--- src/rtl/cap_timer_defines.svh ---
// Register indices, field positions, reset values and counts
`ifndef CAP_TIMER_DEFINES_SVH
`define CAP_TIMER_DEFINES_SVH

// =====================================
// Register indices (byte address = 4 * index)
`define IDX_TIMER_CTRL   8'hC8
`define IDX_TIMER_MODE   8'hC9
`define IDX_CMP_LOW      8'hCA
`define IDX_CMP_HIGH     8'hCB
`define IDX_CNT_LOW      8'hCC
`define IDX_CNT_HIGH     8'hCD
`define IDX_CAP_EN_FLAGS 8'h92
`define IDX_CAP_EDGE     8'h93
`define IDX_CAP_FILT     8'h94
`define IDX_RES0_LOW     8'hE4
`define IDX_RES0_HIGH    8'hE5
`define IDX_RES1_LOW     8'hE6
`define IDX_RES1_HIGH    8'hE7
`define IDX_RES2_LOW     8'hED
`define IDX_RES2_HIGH    8'hEE
`define IDX_PIN_SEL01    8'hF1
`define IDX_PIN_SEL2     8'hF2
`define IDX_IRQ_STATUS   8'hA0
`define IDX_IRQ_MASK     8'hA1
`define IDX_IRQ_CTRL     8'hA2

// =====================================
// Field positions
`define TCTRL_FLAG     7
`define TCTRL_RUN      2
`define TCTRL_CMP_MODE 0
`define MODE_RELOAD_EN 7
`define MODE_CAP_CLR   3
`define MODE_CMP_CLR   2
`define CAP_EN_LSB     4
`define FILT_EN_LSB    4
`define IRQ_CTRL_CAP   0
`define IRQ_CTRL_GLOB  7
`define STAT_CMP       3

// =====================================
// Reset values, responses and counts
`define REG_RESET     8'h00
`define CNT_ZERO      16'h0000
`define CNT_MAX       16'hFFFF
`define RESP_OKAY     2'b00
`define RESP_SLVERR   2'b10
`define FILTER_CYCLES 4
`define NUM_PINS      9

`endif

--- src/rtl/cap_timer_pkg.sv ---
// Types shared by the timer capture/compare block
package cap_timer_pkg;

  typedef enum logic [1:0] {
    EDGE_FALL = 2'b00,
    EDGE_RISE = 2'b01,
    EDGE_BOTH = 2'b10,
    EDGE_RSVD = 2'b11
  } edge_sel_t;

  typedef struct packed {
    logic       acc;
    logic       prev;
    logic [1:0] cnt;
  } filt_state_t;

  typedef struct packed {
    logic              awready, wready, bvalid, arready, rvalid;
    logic [1:0]        bresp, rresp;
    logic [31:0]       rdata;
    logic              aw_full, w_full, wstrb0;
    logic [11:0]       aw_addr;
    logic [7:0]        wdata;
    logic              cmp_mode, run, tf;
    logic              reload_en, cap_clr, cmp_clr;
    logic [1:0]        trig;
    logic [15:0]       cmp_val, cnt;
    logic [2:0]        cap_en, cap_flag, filt_en;
    logic [5:0]        edge_sel;
    logic [2:0][15:0]  result;
    logic [2:0][3:0]   pin_sel;
    logic [3:0]        irq_mask;
    logic              cap_ie, gie, irq;
    logic [8:0]        sync1, sync2, sync3, pin_lvl;
  } top_state_t;

endpackage : cap_timer_pkg

--- src/rtl/cap_chan_if.sv ---
// Signals between the top block and one capture channel
`timescale 1ns/100ps
interface cap_chan_if;
  import cap_timer_pkg::*;
  logic      level;
  logic      filt_en;
  logic      enable;
  edge_sel_t edge_sel;
  logic      hit;
  modport chan (input level, filt_en, enable, edge_sel, output hit);
  modport ctrl (output level, filt_en, enable, edge_sel, input hit);
endinterface : cap_chan_if

--- src/rtl/cap_edge_filter.sv ---
// One capture channel: glitch filter and edge detector
`timescale 1ns/100ps
`include "cap_timer_defines.svh"
module cap_edge_filter (
  input wire logic clk,
  input wire logic rst_n,
  cap_chan_if.chan port
);
  import cap_timer_pkg::*;

  localparam logic [1:0] LAST = 2'(`FILTER_CYCLES - 1);

  filt_state_t q, d;

  function automatic logic edge_match(edge_sel_t sel, logic prv, logic cur);
    case (sel)
      EDGE_FALL: edge_match = prv & ~cur;
      EDGE_RISE: edge_match = ~prv & cur;
      EDGE_BOTH: edge_match = prv ^ cur;
      default:   edge_match = 1'b0;
    endcase
  endfunction : edge_match

  always_comb begin
    d = q;
    d.prev = q.acc;
    // Reject short pulses
    if (!port.filt_en) begin
      d.acc = port.level;
      d.cnt = 2'b00;
    end else if (port.level == q.acc) begin
      d.cnt = 2'b00;
    end else if (q.cnt == LAST) begin
      d.acc = port.level;
      d.cnt = 2'b00;
    end else begin
      d.cnt = q.cnt + 2'b01;
    end
  end

  always_ff @(posedge clk or negedge rst_n) begin
    if (!rst_n) begin
      q <= '0;
    end else begin
      q <= d;
    end
  end

  // Edge select decode
  assign port.hit = port.enable & edge_match(port.edge_sel, q.prev, q.acc);

  a_filter_stable: assert property (@(posedge clk) disable iff (!rst_n)
    $changed(q.acc) && $past(port.filt_en) |->
      $past(port.level, 1) == q.acc && $past(port.level, 2) == q.acc &&
      $past(port.level, 3) == q.acc && $past(port.level, 4) == q.acc)
    else $error("filtered level changed before four stable cycles");

endmodule : cap_edge_filter

--- src/rtl/cap_timer.sv ---
// Timer compare and three-channel input capture with AXI4-Lite registers
`timescale 1ns/100ps
`include "cap_timer_defines.svh"

// Notes on behaviour
// Compare mode uses reload pair as compare
// Counter equals compare sets timer flag
// Compare auto-clear zeroes counter after match
// Three channels pick from nine pins
// Enabled filter rejects pulses under four clocks
// Filter enables at bits 6:4
// Own edge detector, shared counter
// Edge select: fall, rise, either, reserved
// Channel captures only when enabled
// Edge copies counter into result bytes
// Edge sets channel flag bit n
// Flag with both enables requests interrupt; the code also needs the flag's irq_mask bit set
// Flags stay until software clears them
// Capture auto-clear zeroes counter after capture
// Results readable and writable as bytes
// Capture registers reset to zero
// Reload trigger: overflow or capture channel
// Capture clear replaces reload, not both
// Hardware set beats same-cycle software clear
module cap_timer #(
  parameter int ADDR_W = 12
) (
  input  wire logic              CLK,
  input  wire logic              RESETN,
  input  wire logic [ADDR_W-1:0] AWADDR,
  input  wire logic              AWVALID,
  output logic                   AWREADY,
  input  wire logic [31:0]       WDATA,
  input  wire logic [3:0]        WSTRB,
  input  wire logic              WVALID,
  output logic                   WREADY,
  output logic [1:0]             BRESP,
  output logic                   BVALID,
  input  wire logic              BREADY,
  input  wire logic [ADDR_W-1:0] ARADDR,
  input  wire logic              ARVALID,
  output logic                   ARREADY,
  output logic [31:0]            RDATA,
  output logic [1:0]             RRESP,
  output logic                   RVALID,
  input  wire logic              RREADY,
  input  wire logic [8:0]        CAPTURE_PINS,
  output logic                   IRQ
);
  import cap_timer_pkg::*;

  top_state_t s_q, s_d;
  wire  [2:0] cap_evt;
  logic       wr_fire, cnt_wr;
  logic [7:0] wr_idx, wr_data;
  logic       cmp_hit, ovf, cap_clr_hit, reload_hit;
  logic [3:0] trig_src;

  // ==========================================
  // Helpers
  function automatic logic is_mapped(input logic [11:0] a);
    logic [7:0] idx;
    idx = a[9:2];
    if (a[11:10] != 2'b00) begin
      is_mapped = 1'b0;
    end else begin
      case (idx)
        `IDX_TIMER_CTRL, `IDX_TIMER_MODE, `IDX_CMP_LOW, `IDX_CMP_HIGH,
        `IDX_CNT_LOW, `IDX_CNT_HIGH, `IDX_CAP_EN_FLAGS, `IDX_CAP_EDGE,
        `IDX_CAP_FILT, `IDX_RES0_LOW, `IDX_RES0_HIGH, `IDX_RES1_LOW,
        `IDX_RES1_HIGH, `IDX_RES2_LOW, `IDX_RES2_HIGH, `IDX_PIN_SEL01,
        `IDX_PIN_SEL2, `IDX_IRQ_STATUS, `IDX_IRQ_MASK,
        `IDX_IRQ_CTRL: is_mapped = 1'b1;
        default:       is_mapped = 1'b0;
      endcase
    end
  endfunction : is_mapped

  function automatic logic pin_pick(input logic [8:0] pins, input logic [3:0] sel);
    pin_pick = (sel < 4'(`NUM_PINS)) ? pins[sel] : pins[0];
  endfunction : pin_pick

  function automatic logic [7:0] rd_value(input top_state_t s, input logic [7:0] idx);
    logic [7:0] v;
    v = `REG_RESET;
    case (idx)
      `IDX_TIMER_CTRL: begin
        v[`TCTRL_FLAG]     = s.tf;
        v[`TCTRL_RUN]      = s.run;
        v[`TCTRL_CMP_MODE] = s.cmp_mode;
      end
      `IDX_TIMER_MODE: begin
        v[`MODE_RELOAD_EN] = s.reload_en;
        v[`MODE_CAP_CLR]   = s.cap_clr;
        v[`MODE_CMP_CLR]   = s.cmp_clr;
        v[1:0]             = s.trig;
      end
      `IDX_CMP_LOW:      v = s.cmp_val[7:0];
      `IDX_CMP_HIGH:     v = s.cmp_val[15:8];
      `IDX_CNT_LOW:      v = s.cnt[7:0];
      `IDX_CNT_HIGH:     v = s.cnt[15:8];
      `IDX_CAP_EN_FLAGS: v = {1'b0, s.cap_en, 1'b0, s.cap_flag};
      `IDX_CAP_EDGE:     v = {2'b00, s.edge_sel};
      `IDX_CAP_FILT:     v = {1'b0, s.filt_en, 4'h0};
      // Result bytes
      `IDX_RES0_LOW:     v = s.result[0][7:0];
      `IDX_RES0_HIGH:    v = s.result[0][15:8];
      `IDX_RES1_LOW:     v = s.result[1][7:0];
      `IDX_RES1_HIGH:    v = s.result[1][15:8];
      `IDX_RES2_LOW:     v = s.result[2][7:0];
      `IDX_RES2_HIGH:    v = s.result[2][15:8];
      `IDX_PIN_SEL01:    v = {s.pin_sel[1], s.pin_sel[0]};
      `IDX_PIN_SEL2:     v = {4'h0, s.pin_sel[2]};
      `IDX_IRQ_STATUS:   v = {4'h0, s.tf, s.cap_flag};
      `IDX_IRQ_MASK:     v = {4'h0, s.irq_mask};
      `IDX_IRQ_CTRL: begin
        v[`IRQ_CTRL_CAP]  = s.cap_ie;
        v[`IRQ_CTRL_GLOB] = s.gie;
      end
      default:           v = `REG_RESET;
    endcase
    rd_value = v;
  endfunction : rd_value

  // ==========================================
  // Capture channels
  // One detector per channel
  for (genvar i = 0; i < 3; i++) begin : g_ch
    cap_chan_if cif ();
    // Pin multiplexer
    assign cif.level    = pin_pick(s_q.pin_lvl, s_q.pin_sel[i]);
    // Filter enable field
    assign cif.filt_en  = s_q.filt_en[i];
    // Channel enable gate
    assign cif.enable   = s_q.cap_en[i];
    assign cif.edge_sel = edge_sel_t'(s_q.edge_sel[2*i +: 2]);
    assign cap_evt[i]   = cif.hit;
    cap_edge_filter u_ch (
      .clk   (CLK),
      .rst_n (RESETN),
      .port  (cif.chan)
    );
  end

  // ==========================================
  // Event decode
  assign wr_fire = s_q.aw_full & s_q.w_full & ~s_q.bvalid & s_q.wstrb0 &
                   is_mapped(s_q.aw_addr);
  assign wr_idx  = s_q.aw_addr[9:2];
  assign wr_data = s_q.wdata;
  assign cnt_wr  = wr_fire & (wr_idx == `IDX_CNT_LOW || wr_idx == `IDX_CNT_HIGH);
  // Compare value is the reload pair
  // Match while counting in compare mode
  assign cmp_hit = s_q.cmp_mode & s_q.run & (s_q.cnt == s_q.cmp_val);
  assign ovf     = ~s_q.cmp_mode & s_q.run & (s_q.cnt == `CNT_MAX);
  assign cap_clr_hit = s_q.cap_clr & (|cap_evt);
  // Reload trigger select
  assign trig_src   = {cap_evt, ovf};
  assign reload_hit = ~s_q.cmp_mode & s_q.reload_en & trig_src[s_q.trig];

  // ==========================================
  // Next state
  always_comb begin
    s_d = s_q;
    s_d.sync1   = CAPTURE_PINS;
    s_d.sync2   = s_q.sync1;
    s_d.sync3   = s_q.sync2;
    s_d.pin_lvl = (s_q.sync2 & s_q.sync3) | (s_q.pin_lvl & (s_q.sync2 ^ s_q.sync3));

    if (wr_fire) begin
      case (wr_idx)
        `IDX_TIMER_CTRL: begin
          s_d.cmp_mode = wr_data[`TCTRL_CMP_MODE];
          s_d.run      = wr_data[`TCTRL_RUN];
          if (wr_data[`TCTRL_FLAG]) begin
            s_d.tf = 1'b0;
          end
        end
        `IDX_TIMER_MODE: begin
          s_d.reload_en = wr_data[`MODE_RELOAD_EN];
          s_d.cap_clr   = wr_data[`MODE_CAP_CLR];
          s_d.cmp_clr   = wr_data[`MODE_CMP_CLR];
          s_d.trig      = wr_data[1:0];
        end
        `IDX_CMP_LOW:  s_d.cmp_val[7:0]  = wr_data;
        `IDX_CMP_HIGH: s_d.cmp_val[15:8] = wr_data;
        // Software clears flags
        `IDX_CAP_EN_FLAGS: begin
          s_d.cap_en   = wr_data[`CAP_EN_LSB +: 3];
          s_d.cap_flag = s_q.cap_flag & ~wr_data[2:0];
        end
        `IDX_CAP_EDGE: s_d.edge_sel = wr_data[5:0];
        `IDX_CAP_FILT: s_d.filt_en  = wr_data[`FILT_EN_LSB +: 3];
        // Software writes results
        `IDX_RES0_LOW:  s_d.result[0][7:0]  = wr_data;
        `IDX_RES0_HIGH: s_d.result[0][15:8] = wr_data;
        `IDX_RES1_LOW:  s_d.result[1][7:0]  = wr_data;
        `IDX_RES1_HIGH: s_d.result[1][15:8] = wr_data;
        `IDX_RES2_LOW:  s_d.result[2][7:0]  = wr_data;
        `IDX_RES2_HIGH: s_d.result[2][15:8] = wr_data;
        `IDX_PIN_SEL01: begin
          s_d.pin_sel[0] = wr_data[3:0];
          s_d.pin_sel[1] = wr_data[7:4];
        end
        `IDX_PIN_SEL2: s_d.pin_sel[2] = wr_data[3:0];
        `IDX_IRQ_STATUS: begin
          s_d.cap_flag = s_q.cap_flag & ~wr_data[2:0];
          if (wr_data[`STAT_CMP]) begin
            s_d.tf = 1'b0;
          end
        end
        `IDX_IRQ_MASK: s_d.irq_mask = wr_data[3:0];
        `IDX_IRQ_CTRL: begin
          s_d.cap_ie = wr_data[`IRQ_CTRL_CAP];
          s_d.gie    = wr_data[`IRQ_CTRL_GLOB];
        end
        default: ;
      endcase
    end

    // Counter
    if (s_q.run) begin
      s_d.cnt = s_q.cnt + 16'h0001;
    end
    // Capture clear wins over reload
    if (cap_clr_hit) begin
      s_d.cnt = `CNT_ZERO;
    // Clear on compare match
    end else if (cmp_hit && s_q.cmp_clr) begin
      s_d.cnt = `CNT_ZERO;
    end else if (reload_hit) begin
      s_d.cnt = s_q.cmp_val;
    end
    if (wr_fire && wr_idx == `IDX_CNT_LOW) begin
      s_d.cnt[7:0] = wr_data;
    end
    if (wr_fire && wr_idx == `IDX_CNT_HIGH) begin
      s_d.cnt[15:8] = wr_data;
    end

    // Capture after software so set wins
    for (int i = 0; i < 3; i++) begin
      if (cap_evt[i]) begin
        s_d.result[i]   = s_q.cnt;
        s_d.cap_flag[i] = 1'b1;
      end
    end
    // Timer flag on match or overflow
    if (cmp_hit || ovf) begin
      s_d.tf = 1'b1;
    end
    // Shared interrupt request
    s_d.irq = s_d.gie & ((s_d.cap_ie & |(s_d.cap_flag & s_d.irq_mask[2:0])) |
                         (s_d.irq_mask[`STAT_CMP] & s_d.tf));

    // AXI write channel
    if (s_q.awready && AWVALID) begin
      s_d.aw_full = 1'b1;
      s_d.aw_addr = AWADDR[11:0];
    end
    if (s_q.wready && WVALID) begin
      s_d.w_full = 1'b1;
      s_d.wdata  = WDATA[7:0];
      s_d.wstrb0 = WSTRB[0];
    end
    if (s_q.aw_full && s_q.w_full && !s_q.bvalid) begin
      s_d.aw_full = 1'b0;
      s_d.w_full  = 1'b0;
      s_d.bvalid  = 1'b1;
      s_d.bresp   = is_mapped(s_q.aw_addr) ? `RESP_OKAY : `RESP_SLVERR;
    end
    if (s_q.bvalid && BREADY) begin
      s_d.bvalid = 1'b0;
    end
    s_d.awready = ~s_d.aw_full & ~s_d.bvalid;
    s_d.wready  = ~s_d.w_full & ~s_d.bvalid;

    // AXI read channel
    if (s_q.arready && ARVALID) begin
      s_d.rvalid = 1'b1;
      s_d.rdata  = {24'h00_0000, rd_value(s_q, ARADDR[9:2])};
      s_d.rresp  = is_mapped(ARADDR[11:0]) ? `RESP_OKAY : `RESP_SLVERR;
    end
    if (s_q.rvalid && RREADY) begin
      s_d.rvalid = 1'b0;
    end
    s_d.arready = ~s_d.rvalid;
  end

  // All registers clear at reset
  always_ff @(posedge CLK or negedge RESETN) begin
    if (!RESETN) begin
      s_q <= '0;
    end else begin
      s_q <= s_d;
    end
  end

  assign AWREADY = s_q.awready;
  assign WREADY  = s_q.wready;
  assign BVALID  = s_q.bvalid;
  assign BRESP   = s_q.bresp;
  assign ARREADY = s_q.arready;
  assign RVALID  = s_q.rvalid;
  assign RDATA   = s_q.rdata;
  assign RRESP   = s_q.rresp;
  assign IRQ     = s_q.irq;

  // ==========================================
  // Assertions
  a_cmp_flag_set: assert property (@(posedge CLK) disable iff (!RESETN)
    cmp_hit |=> s_q.tf)
    else $error("compare match did not set timer flag");

  a_cmp_auto_clear: assert property (@(posedge CLK) disable iff (!RESETN)
    cmp_hit && s_q.cmp_clr && !cnt_wr |=> s_q.cnt == `CNT_ZERO)
    else $error("compare match did not clear counter");

  a_cmp_keep_count: assert property (@(posedge CLK) disable iff (!RESETN)
    cmp_hit && !s_q.cmp_clr && !cap_clr_hit && !cnt_wr |=>
      s_q.cnt == $past(s_q.cnt) + 16'h0001)
    else $error("counter did not continue after match");

  a_cap_snapshot: assert property (@(posedge CLK) disable iff (!RESETN)
    cap_evt[0] |=> s_q.result[0] == $past(s_q.cnt))
    else $error("capture result differs from counter");

  a_cap_flag_set: assert property (@(posedge CLK) disable iff (!RESETN)
    cap_evt[1] |=> s_q.cap_flag[1])
    else $error("capture event lost its flag");

  a_flag_sticky: assert property (@(posedge CLK) disable iff (!RESETN)
    s_q.cap_flag[2] && !wr_fire |=> s_q.cap_flag[2])
    else $error("capture flag dropped without software");

  a_irq_request: assert property (@(posedge CLK) disable iff (!RESETN)
    s_q.gie && s_q.cap_ie && |(s_q.cap_flag & s_q.irq_mask[2:0]) && !wr_fire
      |=> IRQ)
    else $error("interrupt not requested");

  a_irq_global_off: assert property (@(posedge CLK) disable iff (!RESETN)
    !s_q.gie && !wr_fire |=> !IRQ)
    else $error("interrupt raised while globally disabled");

  a_cap_auto_clear: assert property (@(posedge CLK) disable iff (!RESETN)
    cap_clr_hit && !cnt_wr |=> s_q.cnt == `CNT_ZERO)
    else $error("capture did not clear counter");

  a_clear_not_load: assert property (@(posedge CLK) disable iff (!RESETN)
    reload_hit && s_q.trig != 2'b00 && s_q.cap_clr && !cnt_wr |=>
      s_q.cnt == `CNT_ZERO)
    else $error("reload applied instead of capture clear");

  a_reload_ovf: assert property (@(posedge CLK) disable iff (!RESETN)
    ovf && s_q.reload_en && s_q.trig == 2'b00 && !cap_clr_hit && !cnt_wr |=>
      s_q.cnt == $past(s_q.cmp_val))
    else $error("overflow reload missing");

  a_disabled_quiet: assert property (@(posedge CLK) disable iff (!RESETN)
    !s_q.cap_en[2] |-> !cap_evt[2])
    else $error("disabled channel produced capture");

endmodule : cap_timer

--- config.mk ---
export PLATFORM = sky130hd
export DESIGN_NAME = cap_timer
export DESIGN_NICKNAME = d
export VERILOG_FILES = /design/src/rtl/cap_timer_pkg.sv /design/src/rtl/cap_chan_if.sv /design/src/rtl/cap_edge_filter.sv /design/src/rtl/cap_timer.sv
export VERILOG_INCLUDE_DIRS = /design/src /design/src/rtl
export SDC_FILE = /design/constraint.sdc
export NUM_CORES = 1
export LEC_CHECK = 0
export ABC_AREA = 1
export CELL_PAD_IN_SITES_DETAIL_PLACEMENT = 1
export CELL_PAD_IN_SITES_GLOBAL_PLACEMENT = 1
export CORE_MARGIN = 10
export CORE_UTILIZATION = 47
export CTS_CLUSTER_SIZE = 20
export DETAILED_ROUTE_END_ITERATION = 7
export DONT_BUFFER_PORTS = 1
export PLACE_DENSITY = 0.79
export SLEW_MARGIN = 20
export SYNTH_ARGS = -nofsm -noshare
export SYNTH_HDL_FRONTEND = slang
export SYNTH_SLANG_ARGS = --single-unit
--- constraint.sdc ---
create_clock -name CLK -period 5.5 [get_ports CLK]
set_clock_uncertainty 0.15 [all_clocks]
set_input_delay 0.55 -clock CLK [delete_from_list [all_inputs] [get_ports CLK]]
set_output_delay 0.55 -clock CLK [all_outputs]
set_load 0.01 [all_outputs]
# Word level (Yosys, flattened, before mapping)
# Index checks and enable logic that the tools add are counted.
# word_totals
regBits,210
latchBits,0
mem_bits_rw,0
romBits,0
in_bits,76
output_inout_bits,42
word_cells,312
n_memories,0
# classes
add_sub_neg,4
n_mul,0
div_mod_pow,0
order_cmp,7
eq_ne,60
shifts,0
mux,87
n_bitwise,48
n_reduce_logical,52
# ops
op,count
$eq A8 B8 Y1 const B,40
$mux W16,7
$mux W8,11
$mux W78,1
$pmux W3 S14,1
$reduce_or A20 Y1,2
$reduce_and A2 Y1,18
$mux W1,33
$pmux W1 S16,2
$mux W2,14
$and A1 B1 Y1,25
$mux W22,1
$reduce_bool A2 Y1,11
$and A9 B9 Y9,2
$pmux W1 S18,1
$pmux W1 S17,1
$add A16 B1 Y16 const B,1
$eq A16 B16 Y1,1
$eq A16 B16 Y1 const B,1
$lt A4 B5 Y1 const B,3
$pmux W1 S14,1
$bmux W1 S4,3
$eq A2 B2 Y1 const B,6
$lt A4 B4 Y1 const B,3
27 further kinds,69

# Logic depth before layout (Yosys ltp)
# depth
depth_word,12
mapped_depth,16
ltp_nobuf,15

# By module
# A second synthesis with hierarchy kept.
# unflattened
cells_unflattened,1363
hier_area_um2,10914.2
# by_module_without_submodules
mod,instances,cells_each,area_per_inst_um2,seq_area_each_um2
cap_timer,1,1285,10238.6,4854.7
cap_edge_filter,3,26,225.2,100.1

# Worst setup path before layout
# Ideal clock, no wire load.
# synth_timing
path_type,flip-flop to flip-flop
startpoint,register g_ch[1].u_ch.q (netlist bit g_ch[1].u_ch.d[2])
endpoint,register s_q[129] (netlist bit)
setup_ns,0.124
arrival_ns,2.129
t_required_ns,5.226
setup_slack_ns,3.097
path_stages_with_launch,15
n_path_buf,1
synth_period_minus_slack_ns,2.403
path_cell_list,dfrtp_1 > inv_1 > ha_1 > a21oi_1 > o21ai_0 > a21boi_1 > nand2_1 > nand3_1 > nand3_2 > and3_4 > buf_6 > nand2_1 > inv_2 > nand2_1 > nand3_1
# synth_via
elab_chain_len,11
word_cells_on_any_way,16
cone_classes,7 x mux; 7 x bitwise; 2 x reduce/logical
# synth_lines
item,line,text
start: declaration,cap_edge_filter.sv:13,"filt_state_t q, d;"
start signal: assignment,cap_edge_filter.sv:43,q <= '0;
start signal: assignment,cap_edge_filter.sv:45,q <= d;
$not A1 Y1,cap_edge_filter.sv:17,EDGE_FALL: edge_match = prv & ~cur;
$and A1 B1 Y1,cap_edge_filter.sv:17,
$pmux W1 S3 *,cap_edge_filter.sv:16,case (sel)
$and A1 B1 Y1 *,cap_edge_filter.sv:50,"assign port.hit = port.enable & edge_match(port.edge_sel, q.prev, q.acc);"
$bmux W1 S2,cap_timer.sv:159,assign reload_hit = ~s_q.cmp_mode & s_q.reload_en & trig_src[s_q.trig];
$mux W1 (implied by the code),cap_timer.sv:159,
$and A1 B1 Y1,cap_timer.sv:159,
$mux W16,cap_timer.sv:231,end else if (reload_hit) begin
$mux W16,cap_timer.sv:229,end else if (cmp_hit && s_q.cmp_clr) begin
$mux W16,cap_timer.sv:226,if (cap_clr_hit) begin
$mux W8,cap_timer.sv:237,if (wr_fire && wr_idx == `IDX_CNT_HIGH) begin
end signal: assignment,cap_timer.sv:293,s_q <= '0;
end signal: assignment,cap_timer.sv:295,s_q <= s_d;
end: declaration,cap_timer.sv:52,"top_state_t s_q, s_d;"
# Mark *: on every way between the ends. The rest lies on a longest branch, timed or not. The select of a mux whose other input is x is not followed.
# A chain may end at the register's enable or synchronous reset.

# Worst setup path after layout
# layout_timing
startpoint,register g_ch[0].u_ch.q (netlist bit g_ch[0].u_ch.d[2])
endpoint,register s_q[124] (netlist bit)
# layout_via
elab_chain_len,11
word_cells_on_any_way,16
cone_classes,7 x mux; 7 x bitwise; 2 x reduce/logical
# layout_lines
item,line,text
start: declaration,cap_edge_filter.sv:13,
start signal: assignment,cap_edge_filter.sv:43,
start signal: assignment,cap_edge_filter.sv:45,
$not A1 Y1,cap_edge_filter.sv:17,
$and A1 B1 Y1,cap_edge_filter.sv:17,
$pmux W1 S3 *,cap_edge_filter.sv:16,
$and A1 B1 Y1 *,cap_edge_filter.sv:50,
$bmux W1 S2,cap_timer.sv:159,
$mux W1 (implied by the code),cap_timer.sv:159,
$and A1 B1 Y1,cap_timer.sv:159,
$mux W16,cap_timer.sv:231,
$mux W16,cap_timer.sv:229,
$mux W16,cap_timer.sv:226,
$mux W8,cap_timer.sv:234,if (wr_fire && wr_idx == `IDX_CNT_LOW) begin
# Marked as above.

==> results.txt <==
----------------------------------------------------
[Synthesis]
  Library cells used by synthesis ... 60
  Synthesized flop and latch total ... around 210
  EDFF count, synth ... 0
  Largest area contributor in the synthesized netlist ... sky130_fd_sc_hd__dfrtp_1
  Area share of the largest cell type after synthesis ... roughly 47%
  Count leader, synth ... sky130_fd_sc_hd__nand2_1
  Average cell area after synthesis ... around 8.3 µm²
  Fraction of the yosys area taken by sequential cells ... a little under half
  Top cells by instance count after synthesis ... 342 x sky130_fd_sc_hd__nand2_1, 206 x sky130_fd_sc_hd__dfrtp_1, 141 x sky130_fd_sc_hd__inv_1
  Post-synthesis cell area ... roughly 11000 µm²
  Share of flip-flops with an asynchronous set or reset after synthesis ... 100%
  Post-synth top flop ... sky130_fd_sc_hd__dfrtp_1
  Number of instances in the synthesized netlist ... between 1000 and 1500
  Largest cells by area after synthesis ... sky130_fd_sc_hd__dfrtp_1 47%, sky130_fd_sc_hd__nand2_1 12%, sky130_fd_sc_hd__o21ai_0 5.8%
  Syn. warnings ... 0

[GRT]
  First-pass GRT wire length ... between 50000 and 60000 µm
  Number of global-route vias before repair ... roughly 9800
  Total routing resource utilization after global routing ... 25.4%
  Pin count of the biggest net entering global routing ... approximately 210
  Number of antenna violations at the first check in global routing ... 0
  Total congestion overflow after global routing ... 0

[Drt]
  Number of optimization iterations in the first detailed-route pass ... 6
  Post-detailed-route via-to-cell ratio ... ~5.9
  Wire per inst ... about 23 µm
  DRT antenna net count ... 0
  Total wire length after detailed routing ... ~38000 µm
  Count of vias placed by the detailed router ... between 9000 and 10000
  Drt drc ... 0
  DRT iter0 DRCs ... 924

[Placement]
  Worst setup timing slack at the placement stage ... between 1500 and 2000 ps
  Global placement routability congestion ... approximately 0.96
  Post-place instance area ... 10900 µm²
  Quantity of I/O buffers inserted on ports ... 0
  Detailed placer's ending HPWL ... around 27000 µm

[STA]
  Final Cycle Share ... 69.6%
  Setup-violating endpoint count in the final report ... 0
  Final Worst Setup Slack ... 1670 ps
  Setup tns final ... 0 ps
  Relative slew margins ... 30.6%
  Hold WS ... -46.8 ps
  Minimum period implied by the final worst setup slack ... approximately 3800 ps
  RSZ-0062 raised after global routing ... false
  Least-Margin Pin Slew ... about 1000 ps
  FMAX ... 261 MHz
  Final-report max-slew violation count ... 0
  Final hold violations ... just under 70

[Layout]
  Final instance area ... 12100 µm²
  Number of inserted filler cells in the final layout ... ~2700
  Synthesis-to-finish area growth ... 10.6%
  Fraction of final layout cells sized beyond drive strength 1 ... about 8.0%
  Diodes inserted ... 0
  Final Net Count ... ~1400

[Critical path]
  Required time of the critical path ... roughly 5800 ps
  Delay of the slowest cell on the worst path ... 580 ps
  Critical Path Source Type ... flop
  Most frequent CP cell ... sky130_fd_sc_hd__nand2_1
  Worst setup path category ... flop to flop
  Top delay family on crit path ... simple AND/OR/NAND/NOR gates
  Cell with the largest stage delay on the worst path ... sky130_fd_sc_hd__nand2_1
  Nature of the critical path endpoint ... flop
  Buffers and inverters on the worst path ... 2
  Largest driver fanout on the critical path ... 32
  Series of cell instances along the critical path ... inv_1, ha_1, a21oi_1, o21ai_0, nand2_1, nand2_1, inv_1, nand2_1, nand3_1, nand3_2, and3_4, nor2_4, nand2_1, nand3_1
  Crit path DAT ... slightly above 4000 ps

[Clocking]
  Maximum number of buffers from clock root to sink ... 3
  Clock buffer count from CTS ... 24
  CTS tree ... built
  Post-CTS setup-driven buffer insertion count ... 0
  Later-pin clock latency in the skew report ... around 530 ps
  Clock transition at path regs ... around 60 ps
  Clock Sink Count ... 206
  H-tree depth ... 1
  CTS root buffer ... sky130_fd_sc_hd__clkbuf_16

[Hold path]
  Path class of the lowest-slack min-delay path ... input port to asynchronous set/reset pin

[Power and ir drop]
  Power density normalized to cell area ... approximately 340 nW/µm²
  Worst ir drop on vdd ... roughly 300 µV
  Leakage power total ... between 5 and 6 nW

[Die]
  Initial standard-cell utilization of the core ... between 40% and 50%
  Total Die Area ... 29700 µm²
  Die extent in x ... around 170 µm
  Core box area ... between 20000 and 25000 µm²
  Site row count ... 55
  I/O pins ... about 120
  Height of the die ... between 150 and 200 µm

[Status]
  Run status ... complete, but fails checks
  Violations in the final reports ... hold timing

[Run]
  Max-cap violations ... 0

----------------------------------------------------
[routing by layer]
layer	GRT usage [%]	vias to the layer above	wire length (µm)
met1	33.4	4857	15900
li1	-	4353	-
met4	9.45	0	1540
met2	41.0	375	17300
met3	4.51	82	2900
met5	0	-	0
[per-stage QoR]
stage               utilization, %  power, W  cells  hold WS, ps
floorplan                        -   0.00216   1333          104
global placement              48.2   0.00236   1557          119
detailed placement            48.2   0.00239   1557          118
CTS                           53.1   0.00417   1625         6.33
global route                  53.1   0.00433   1625         11.8
finish                        53.1   0.00415   1625        -46.8
[logic make-up (layout without fill, tap and decap cells)]
group	count (synthesis)	count (layout)	synth area share (%)
other	1	26	0.0344
adders and majority gates	19	19	2.18
and+or+nand+nor	550	550	22.5
buffers and inverters	214	221	9.13
AOI/OAI and AO/OA	296	296	17.0
muxes	2	2	0.207
DFF	206	206	47.3
xor gates and xnor gates	20	20	1.61
[power by group]
group	leakage, nW	switching, W	internal (W)	total (W)
Sequential	2.73	0.000162	0.00164	0.00180
Combinational	2.47	0.000486	0.000133	0.000619
Clock	0.429	0.000660	0.00107	0.00173
Total	5.64	0.00131	0.00284	0.00415
[state kept, by name, indices dropped and copies added, names as in the netlist, 6 cells and up]
signal	flops
g_ch.cif.edge_sel	6
s_d	18
s_q	140
wr_data	8
g_ch.u_ch.q	9
RDATA	8
[cell type report]
cell class	count	area, µm²	area share, %
sequential	206	5150	42.7
multi-input combinational	913	4850	40.2
clock buffer	33	694	5.76
inverter	152	576	4.77
tap	285	357	2.96
timing repair buffer	25	265	2.20
clock inverter	11	166	1.38
[final timing paths]
kind	cells past startpoint	end	startpoint	slack (ps)
min in group CLK	2	wr_data[0]	WDATA[0]	20
max in group asynchronous	1	s_q[44]	RESETN	4480
hold reg to reg	0	s_d[15]	s_d[24]	200
setup / recovery	14	s_q[124]	g_ch[0].u_ch.d[2]	1670
hold / removal	1	s_q[124]	RESETN	-50
setup reg to reg	14	s_q[124]	g_ch[0].u_ch.d[2]	1670
[placed cells by master (no fill, tap or decap), types with 6 or more instances in the layout]
cell,count
sky130_fd_sc_hd__o21ai_0,127
sky130_fd_sc_hd__o21ai_1,14
sky130_fd_sc_hd__xor2_1,19
sky130_fd_sc_hd__clkbuf_8,6
sky130_fd_sc_hd__nor2_1,62
sky130_fd_sc_hd__o2111ai_1,6
sky130_fd_sc_hd__dlygate4sd3_1,23
sky130_fd_sc_hd__nand2_2,7
sky130_fd_sc_hd__ha_1,19
sky130_fd_sc_hd__nand2_1,342
sky130_fd_sc_hd__inv_1,141
sky130_fd_sc_hd__a21o_1,12
sky130_fd_sc_hd__a221oi_1,9
sky130_fd_sc_hd__nand3_1,68
sky130_fd_sc_hd__dfrtp_1,206
sky130_fd_sc_hd__a22oi_1,6
sky130_fd_sc_hd__clkinv_2,6
sky130_fd_sc_hd__inv_2,7
sky130_fd_sc_hd__clkbuf_16,24
sky130_fd_sc_hd__a21oi_1,41
sky130_fd_sc_hd__nor3_1,20
sky130_fd_sc_hd__o21ai_2,6
sky130_fd_sc_hd__conb_1,26
sky130_fd_sc_hd__o22ai_1,21
sky130_fd_sc_hd__nand4_1,13
sky130_fd_sc_hd__o221ai_1,30
sky130_fd_sc_hd__nor2_2,9
[what timing repair did]
item	CTS	global route
hold buffers	24	0
resized for setup	0	0
endpoints found under the hold margin	229	0
(Power assumes the default switching activity.)
